## config.mk

```make
export PLATFORM = sky130hd
export DESIGN_NAME = apb_bridge_write_protect
export DESIGN_NICKNAME = d
export VERILOG_FILES = /design/src/hw/apb_wp_pkg.sv /design/src/hw/apb_bridge_write_protect.sv /design/src/hw/write_protect_unit.sv
export SDC_FILE = /design/constraint.sdc
export NUM_CORES = 1
export LEC_CHECK = 0
export BUFFER_PORTS_ARGS = -buffer_cell sky130_fd_sc_hd__buf_2
export CAP_MARGIN = 5
export CORE_MARGIN = 2
export CORE_UTILIZATION = 44
export CTS_BUF_LIST = sky130_fd_sc_hd__clkbuf_8 sky130_fd_sc_hd__clkbuf_16
export CTS_CLUSTER_SIZE = 30
export DETAILED_ROUTE_END_ITERATION = 6
export PLACE_DENSITY = 0.74
export SYNTH_ARGS = -nofsm -noshare
export SYNTH_HDL_FRONTEND = slang
export SYNTH_HIERARCHICAL = 1
export SYNTH_SLANG_ARGS = --single-unit
export TNS_END_PERCENT = 5
```

## constraint.sdc

```tcl
create_clock -name CLK_SYS -period 3.6 [get_ports CLK_SYS]
set_clock_uncertainty 0.1 [all_clocks]
set_input_delay 0.9 -clock CLK_SYS [delete_from_list [all_inputs] [get_ports CLK_SYS]]
set_output_delay 0.9 -clock CLK_SYS [all_outputs]
set_load 0.05 [all_outputs]
```

## src/hw/apb_wp_pkg.sv

```systemverilog
// package for the bridge with per-bridge write protection units
// assumes one 32-bit system clock and a synchronous reset
package apb_wp_pkg;

   localparam int NUM_UNITS = 3;

   // address layout of the bridge region
   localparam int BRIDGE_LSB = 16;
   localparam int SLOT_LSB   = 10;
   localparam int SLOT_W     = 5;
   localparam logic [1:0] BRIDGE_NONE = 2'h3;
   localparam logic [SLOT_W-1:0] UNIT_SLOT = 5'h00;
   localparam logic [9:0] PROTECT_CLEAR_OFS = 10'h000;

   // bus master code of the debugger
   localparam logic [3:0] DEBUG_MASTER_ID = 4'h1;

   localparam logic [2:0] SIZE_BYTE = 3'h0;
   localparam logic [2:0] SIZE_HALF = 3'h1;

   // unit bus clocks after reset: units 0 and 1 on, unit 2 off
   localparam logic [NUM_UNITS-1:0] UNIT_CLK_RESET = 3'h3;

   // protect_clear reset values and implemented bits, unit 0 first
   localparam logic [31:0] UNIT_RESET [NUM_UNITS] = '{32'h00000000, 32'h00000002, 32'h00000000};
   localparam logic [31:0] UNIT_MASK  [NUM_UNITS] = '{32'h0000007E, 32'h0000004E, 32'h0001FFFE};

   // bit positions inside protect_clear of unit 0
   localparam int EXT_IRQ_UNIT_PROTECT   = 6;
   localparam int RTC_PROTECT            = 5;
   localparam int WATCHDOG_PROTECT       = 4;
   localparam int GENERIC_CLOCK_PROTECT  = 3;
   localparam int SYSTEM_CONTROL_PROTECT = 2;
   localparam int POWER_MANAGER_PROTECT  = 1;

   typedef enum logic [1:0] {
      ST_IDLE = 2'h0,
      ST_DATA = 2'h1,
      ST_APB  = 2'h2,
      ST_ERR  = 2'h3
   } fsm_e;

   typedef struct packed {
      fsm_e                 fsm;
      logic                 hready;
      logic                 hresp;
      logic [31:0]          hrdata;
      logic [31:0]          addr;
      logic                 write;
      logic [2:0]           size;
      logic [3:0]           master;
      logic [2:0]           pprot;
      logic                 psel;
      logic                 penable;
      logic [31:0]          pwdata;
      logic [3:0]           pstrb;
      logic [NUM_UNITS-1:0] clk_on;
   } bridge_s;

   typedef struct packed {
      logic [31:0] prot;
   } unit_s;

   function automatic logic [3:0] lane_mask(input logic [2:0] size, input logic [1:0] a);
      logic [3:0] m;
      m = 4'hF;
      if (size == SIZE_BYTE) begin
         m = 4'h1 << a;
      end else if (size == SIZE_HALF) begin
         m = a[1] ? 4'hC : 4'h3;
      end
      return m;
   endfunction : lane_mask

   function automatic logic [31:0] lane_bits(input logic [3:0] m);
      return {{8{m[3]}}, {8{m[2]}}, {8{m[1]}}, {8{m[0]}}};
   endfunction : lane_bits

endpackage : apb_wp_pkg

```

## src/hw/apb_bridge_write_protect.sv

```systemverilog
// bus-to-peripheral bridge with one write protection unit per bridge region
// assumes a pipelined high-speed bus master and peripherals on the same clock
`timescale 1ns/100ps
module apb_bridge_write_protect (
   input  wire logic        CLK_SYS,
   input  wire logic        RST,
   input  wire logic        BRIDGE_CLK_EN,
   input  wire logic [2:0]  PWR_CLK_SET,
   input  wire logic [2:0]  PWR_CLK_CLR,
   input  wire logic        HSEL,
   input  wire logic [31:0] HADDR,
   input  wire logic [1:0]  HTRANS,
   input  wire logic        HWRITE,
   input  wire logic [2:0]  HSIZE,
   input  wire logic [3:0]  HPROT,
   input  wire logic [3:0]  HMASTER,
   input  wire logic [31:0] HWDATA,
   input  wire logic        HREADY,
   output logic             HREADYOUT,
   output logic             HRESP,
   output logic      [31:0] HRDATA,
   output logic      [31:0] PADDR,
   output logic             PSEL,
   output logic             PENABLE,
   output logic             PWRITE,
   output logic      [31:0] PWDATA,
   output logic      [3:0]  PSTRB,
   output logic      [2:0]  PPROT,
   input  wire logic [31:0] PRDATA,
   input  wire logic        PREADY,
   input  wire logic        PSLVERR,
   output logic      [2:0]  UNIT_CLK_ON
);

   apb_wp_pkg::bridge_s s_reg;
   apb_wp_pkg::bridge_s s_next;

   logic [31:0]                         unit_prot [4];
   logic [apb_wp_pkg::NUM_UNITS-1:0]    unit_we;
   logic [1:0]                          bsel;
   logic [apb_wp_pkg::SLOT_W-1:0]       slot;
   logic                                mapped;
   logic                                is_unit;
   logic                                is_debug;
   logic                                prot_hit;
   logic                                blocked;
   logic [3:0]                          lanes;
   logic [31:0]                         lane_sel;
   logic                                accept;
   logic                                unit_on;

   assign bsel     = s_reg.addr[apb_wp_pkg::BRIDGE_LSB +: 2];
   assign slot     = s_reg.addr[apb_wp_pkg::SLOT_LSB +: apb_wp_pkg::SLOT_W];
   assign mapped   = (bsel != apb_wp_pkg::BRIDGE_NONE);
   assign is_unit  = (slot == apb_wp_pkg::UNIT_SLOT);
   assign is_debug = (s_reg.master == apb_wp_pkg::DEBUG_MASTER_ID);
   // only the unit of the addressed bridge is consulted
   assign prot_hit = mapped && unit_prot[bsel][slot];
   assign blocked  = s_reg.write && prot_hit && !is_debug;
   assign lanes    = apb_wp_pkg::lane_mask(s_reg.size, s_reg.addr[1:0]);
   assign lane_sel = apb_wp_pkg::lane_bits(lanes);
   assign unit_on  = mapped && s_reg.clk_on[bsel];
   // no transfer is taken while the bridge clock is gated
   assign accept   = BRIDGE_CLK_EN && HSEL && HTRANS[1] && HREADY;

   assign unit_prot[3] = 32'h00000000;

   genvar gi;
   generate
      for (gi = 0; gi < apb_wp_pkg::NUM_UNITS; gi++) begin : g_unit
         write_protect_unit #(
            .RESET_VAL  (apb_wp_pkg::UNIT_RESET[gi]),
            .VALID_MASK (apb_wp_pkg::UNIT_MASK[gi])
         ) u_unit (
            .clk       (CLK_SYS),
            .rst       (RST),
            .clk_en    (s_reg.clk_on[gi]),
            .clr_we    (unit_we[gi]),
            .clr_data  (HWDATA),
            .clr_lanes (lanes),
            .prot_bits (unit_prot[gi])
         );
      end
   endgenerate

   always_comb begin
      unit_we = '0;
      if (s_reg.fsm == apb_wp_pkg::ST_DATA && BRIDGE_CLK_EN && unit_on && is_unit && s_reg.write &&
          s_reg.addr[9:0] == apb_wp_pkg::PROTECT_CLEAR_OFS) begin
         unit_we = 3'h1 << bsel;
      end
   end

   always_comb begin
      s_next = s_reg;
      // power manager owns the unit clocks; a set beats a clear
      s_next.clk_on = (s_reg.clk_on & ~PWR_CLK_CLR) | PWR_CLK_SET;
      if (BRIDGE_CLK_EN) begin
         unique case (s_reg.fsm)
            apb_wp_pkg::ST_IDLE: begin
               s_next.hready = 1'b1;
               s_next.hresp  = 1'b0;
               if (accept) begin
                  s_next.fsm    = apb_wp_pkg::ST_DATA;
                  s_next.hready = 1'b0;
                  s_next.addr   = HADDR;
                  s_next.write  = HWRITE;
                  s_next.size   = HSIZE;
                  s_next.master = HMASTER;
                  s_next.pprot  = {~HPROT[0], 1'b0, HPROT[1]};
               end
            end
            apb_wp_pkg::ST_DATA: begin
               if (!mapped || blocked) begin
                  s_next.fsm   = apb_wp_pkg::ST_ERR;
                  s_next.hresp = 1'b1;
               end else if (is_unit) begin
                  s_next.fsm    = apb_wp_pkg::ST_IDLE;
                  s_next.hready = 1'b1;
                  s_next.hrdata = 32'h00000000;
                  if (unit_on && s_reg.addr[9:0] == apb_wp_pkg::PROTECT_CLEAR_OFS) begin
                     s_next.hrdata = unit_prot[bsel] & lane_sel;
                  end
               end else begin
                  // address and data go out together, enable with select
                  s_next.fsm     = apb_wp_pkg::ST_APB;
                  s_next.psel    = 1'b1;
                  s_next.penable = 1'b1;
                  s_next.pwdata  = HWDATA;
                  s_next.pstrb   = lanes;
               end
            end
            apb_wp_pkg::ST_APB: begin
               if (PREADY) begin
                  s_next.psel    = 1'b0;
                  s_next.penable = 1'b0;
                  s_next.pstrb   = 4'h0;
                  if (PSLVERR) begin
                     s_next.fsm   = apb_wp_pkg::ST_ERR;
                     s_next.hresp = 1'b1;
                  end else begin
                     s_next.fsm    = apb_wp_pkg::ST_IDLE;
                     s_next.hready = 1'b1;
                     s_next.hrdata = PRDATA & lane_sel;
                  end
               end
            end
            apb_wp_pkg::ST_ERR: begin
               // second error cycle: ready high, error still shown
               s_next.fsm    = apb_wp_pkg::ST_IDLE;
               s_next.hready = 1'b1;
               s_next.hresp  = 1'b1;
            end
         endcase
      end
      if (RST) begin
         s_next.fsm     = apb_wp_pkg::ST_IDLE;
         s_next.hready  = 1'b1;
         s_next.hresp   = 1'b0;
         s_next.hrdata  = 32'h00000000;
         s_next.addr    = 32'h00000000;
         s_next.write   = 1'b0;
         s_next.size    = 3'h0;
         s_next.master  = 4'h0;
         s_next.pprot   = 3'h0;
         s_next.psel    = 1'b0;
         s_next.penable = 1'b0;
         s_next.pwdata  = 32'h00000000;
         s_next.pstrb   = 4'h0;
         s_next.clk_on  = apb_wp_pkg::UNIT_CLK_RESET;
      end
   end

   always_ff @(posedge CLK_SYS) begin
      s_reg <= s_next;
   end

   assign HREADYOUT   = s_reg.hready;
   assign HRESP       = s_reg.hresp;
   assign HRDATA      = s_reg.hrdata;
   assign PADDR       = s_reg.addr;
   assign PSEL        = s_reg.psel;
   assign PENABLE     = s_reg.penable;
   assign PWRITE      = s_reg.write;
   assign PWDATA      = s_reg.pwdata;
   assign PSTRB       = s_reg.pstrb;
   assign PPROT       = s_reg.pprot;
   assign UNIT_CLK_ON = s_reg.clk_on;

   logic data_go;
   assign data_go = (s_reg.fsm == apb_wp_pkg::ST_DATA) && BRIDGE_CLK_EN;
   logic [31:0] unit_view;
   logic        take;
   assign unit_view = unit_prot[bsel] & lane_sel;
   assign take      = (s_reg.fsm == apb_wp_pkg::ST_IDLE) && accept;
endmodule : apb_bridge_write_protect

```

## src/hw/write_protect_unit.sv

```systemverilog
// one write protection unit: holds the protect bits of one bridge
// assumes the clear strobe comes from the bridge on the same clock
`timescale 1ns/100ps
module write_protect_unit #(
   parameter logic [31:0] RESET_VAL  = 32'h00000000,
   parameter logic [31:0] VALID_MASK = 32'h00000000
) (
   input  wire logic        clk,
   input  wire logic        rst,
   input  wire logic        clk_en,
   input  wire logic        clr_we,
   input  wire logic [31:0] clr_data,
   input  wire logic [3:0]  clr_lanes,
   output logic      [31:0] prot_bits
);

   apb_wp_pkg::unit_s s_reg;
   apb_wp_pkg::unit_s s_next;
   logic [31:0]       clr_bits;

   assign clr_bits = clr_data & VALID_MASK & apb_wp_pkg::lane_bits(clr_lanes);

   always_comb begin
      s_next = s_reg;
      if (rst) begin
         s_next.prot = RESET_VAL;
      end else if (clk_en && clr_we) begin
         // ones clear, zeros leave the bit alone; runs only when clk_en and clr_we are both high
         s_next.prot = s_reg.prot & ~clr_bits;
      end
   end

   always_ff @(posedge clk) begin
      s_reg <= s_next;
   end

   assign prot_bits = s_reg.prot;
endmodule : write_protect_unit

```

==> impl_metrics.xml <==
<?xml version="1.0" encoding="UTF-8"?>
<metrics>
  <group name="sta">
    <metric name="min_period" unit="ns">3.28</metric>
    <metric name="maxSlewHeadroom" unit="%">34.0</metric>
    <metric name="count_of_pins_over_their_slew_limit" unit="">0</metric>
    <metric name="final.setup.worst_slack" unit="ns">0.319</metric>
    <metric name="worst_slew_pin_slew" unit="ns">0.991</metric>
    <metric name="setup_repair_after_global_routing_missed_its_margin" unit="">no</metric>
    <metric name="timing.final.hold_violations" unit="">0</metric>
    <metric name="finalCritPeriodShare" unit="%">91.1</metric>
    <metric name="setup-tns-final" unit="ns">0</metric>
    <metric name="report.final.setup_viol" unit="">0</metric>
    <metric name="timing.fmax" unit="MHz">305</metric>
  </group>
  <group name="logic_synthesis">
    <metric name="synthesis.area_per_instance" unit="sq um">8.07</metric>
    <metric name="netlist_instances" unit="">1104</metric>
    <metric name="cell_area_after_synthesis" unit="sq um">8910</metric>
    <metric name="synth_warnings" unit="">6</metric>
  </group>
  <group name="routing">
    <metric name="drt-wirelength-per-cell" unit="microns">15.0</metric>
    <metric name="initial_drt_markers" unit="">346</metric>
    <metric name="route.detailed.drc" unit="">0</metric>
    <metric name="detail_route.first_pass.iterations" unit="">5</metric>
    <metric name="detailed_route_vias_per_instance" unit="">4.99</metric>
    <metric name="routed_wirelength" unit="microns">22100</metric>
    <metric name="drt.antenna.violating_nets" unit="">0</metric>
    <metric name="via_count" unit="">7340</metric>
  </group>
  <group name="cts">
    <metric name="cts.sinks" unit="">144</metric>
    <metric name="htree_levels" unit="">4</metric>
    <metric name="postCtsSetupBuffers" unit="">0</metric>
    <metric name="cts-root-to-sink-buffers" unit="">2</metric>
    <metric name="cts.repair.resized" unit="">0</metric>
    <metric name="clk_transition_reported_paths" unit="ns">0.06</metric>
    <metric name="number_of_cts_inserted_buffers" unit="">17</metric>
    <metric name="worstSkewPairLatency" unit="ns">0.42</metric>
    <metric name="clock_tree_from_tritoncts" unit="">done</metric>
    <metric name="clk_root_buffer_cell" unit="">clkbuf_16</metric>
    <metric name="cts.hold.buffers_added" unit="">0</metric>
  </group>
  <group name="placement">
    <metric name="port-buffer-count" unit="">229</metric>
    <metric name="dp_hpwl" unit="microns">16100</metric>
    <metric name="placed_cells" unit="">1439</metric>
    <metric name="pre_cts_ws" unit="ns">0.303</metric>
    <metric name="place_congestion" unit="">0.874</metric>
    <metric name="place_area" unit="sq um">9120</metric>
  </group>
  <group name="floorplan">
    <metric name="floorplan.die_area" unit="sq um">21400</metric>
    <metric name="coreArea" unit="sq um">20000</metric>
    <metric name="rows" unit="">52</metric>
    <metric name="boundaryPins" unit="">234</metric>
    <metric name="fp.dieH" unit="microns">146</metric>
    <metric name="die_width" unit="microns">146</metric>
    <metric name="initial_core_utilization" unit="%">44.5</metric>
  </group>
  <group name="setup_path">
    <metric name="setup.worst_path.start_class" unit="">register</metric>
    <metric name="slowest_delay" unit="ns">0.89</metric>
    <metric name="worst_path_cell_trace" unit="">buf_4 -&gt; mux2i_1 -&gt; a2bb2oi_1 -&gt; a211o_1 -&gt; a31oi_1 -&gt; o32ai_4 -&gt; and3_2 -&gt; mux2i_1</metric>
    <metric name="crit-reg2reg-launch" unit="">PADDR[17]</metric>
    <metric name="crit_path_end_kind" unit="">register</metric>
    <metric name="cp_data_arrival_time" unit="ns">3.52</metric>
    <metric name="required" unit="ns">3.84</metric>
    <metric name="capture_instance_of_the_worst_register_to_register_path" unit="">PWDATA[3]</metric>
    <metric name="critical-path-slowest-cell" unit="">and3_2</metric>
    <metric name="critical_path.max_fanout" unit="">33</metric>
    <metric name="register_to_register_setup_slack" unit="ns">0.32</metric>
    <metric name="critPathMostFrequentCell" unit="">mux2i_1</metric>
    <metric name="worst-setup-path-type" unit="">reg -&gt; reg</metric>
    <metric name="rr_worst_depth" unit="">8</metric>
  </group>
  <group name="cells_and_area">
    <metric name="fin_cells" unit="">1471</metric>
    <metric name="drive_gt1_share" unit="%">26.6</metric>
    <metric name="area.growth.synth_to_final" unit="%">8.82</metric>
    <metric name="diodes" unit="">0</metric>
    <metric name="final_cell_area" unit="sq um">9690</metric>
    <metric name="finalNetCount" unit="">1311</metric>
  </group>
  <group name="hold_path">
    <metric name="hp-start" unit="">s_reg[44]</metric>
    <metric name="min_delay_worst_endpoint" unit="">s_reg[44]</metric>
    <metric name="hold_depth" unit="">2</metric>
    <metric name="hold_path.class" unit="">reg -&gt; reg</metric>
  </group>
  <group name="power_and_ir_drop">
    <metric name="ir_drop" unit="uV">299</metric>
    <metric name="post-layout-total-power" unit="W">0.00394</metric>
    <metric name="power.density" unit="nW/um^2">406</metric>
    <metric name="power.leakage" unit="nW">4.13</metric>
  </group>
  <group name="global_route">
    <metric name="grt_pass1_wl" unit="microns">35500</metric>
    <metric name="globalRoute.totalOverflow" unit="">0</metric>
    <metric name="first_global_vias" unit="">6936</metric>
    <metric name="grt_max_degree" unit="">72</metric>
    <metric name="grt.total_usage" unit="%">20.5</metric>
    <metric name="antenna_found_initial" unit="">1</metric>
  </group>
  <group name="flow_run">
    <metric name="max-cap-violations" unit="">0</metric>
  </group>
  <group name="status">
    <metric name="run_status" unit="">complete, no violations</metric>
  </group>
</metrics>
-- placed cells by master, fill, tap and decap left out, drive strengths merged, types with 5 or more instances in the layout --
cell      instances
nand3             9
o221ai            8
a211oi            5
o31ai            20
and3             10
nor3b             5
nor2b            14
buf             248
o2bb2ai           6
a31oi             5
o21ai            13
nand3b            6
dfxtp           144
clkbuf           18
conb             71
nand2           243
a2bb2oi           8
o211ai           15
nand4             5
a22o              7
mux2i            88
nor2             32
clkinvlp          5
a21oi            86
nand2b           32
inv              29
-- routing by layer --
metal / vias up / share of wire, % / GRT usage [%]
met5: - / 0.050 / 0
met4: 2 / 0.95 / 4.95
met3: 20 / 7.4 / 4.44
met2: 274 / 46 / 33.6
met1: 3353 / 45 / 27.6
li1: 3691 / - / -
-- final cells by class --
| cell class | count | area, sq um |
|---|---|---|
| tap | 270 | 338 |
| fill | 1994 | 10300 |
| clock buffer | 18 | 439 |
| timing repair buffer | 248 | 1310 |
| inverter | 24 | 90.1 |
| sequential | 144 | 2890 |
| clock inverter | 14 | 131 |
| multi-input combinational | 753 | 4500 |
-- report_power, final --
group | switching (W) | internal [W]
Sequential | 0.0000391 | 0.00163
Combinational | 0.000356 | 0.000184
Clock | 0.000753 | 0.000980
-- critical path, delay by kind of cell, from the launching register on --
family | cells | cell delay [ns]
and+or+nand+nor | 1 | 0.89
AOI/OAI and AO/OA | 4 | 0.73
DFF | 1 | 0.70
muxes | 2 | 0.51
buffers and inverters | 1 | 0.25
-- through the flow --
step / hold slack (ns) / util [%]
after global routing: 0.367 / 48.4
after floorplan: 0.327 / -
after global placement: 0.339 / 45.5
after detailed placement: 0.344 / 45.5
final: 0.352 / 48.4
after CTS: 0.353 / 48.4
-- how the worst max path moves through the flow --
| stage | from | depth (start not counted) | to | slack [ns] |
|---|---|---|---|---|
| floorplan | PADDR[16] | 11 | PSEL | 0.96 |
| global placement | PADDR[17] | 8 | PWDATA[28] | 0.40 |
| detailed placement | PADDR[17] | 8 | PWDATA[8] | 0.30 |
| CTS | PADDR[17] | 8 | PWDATA[8] | 0.28 |
| global route | PADDR[17] | 8 | PWDATA[23] | 0.10 |
| finish | PADDR[17] | 8 | PWDATA[3] | 0.32 |
(Power assumes the default switching activity.)
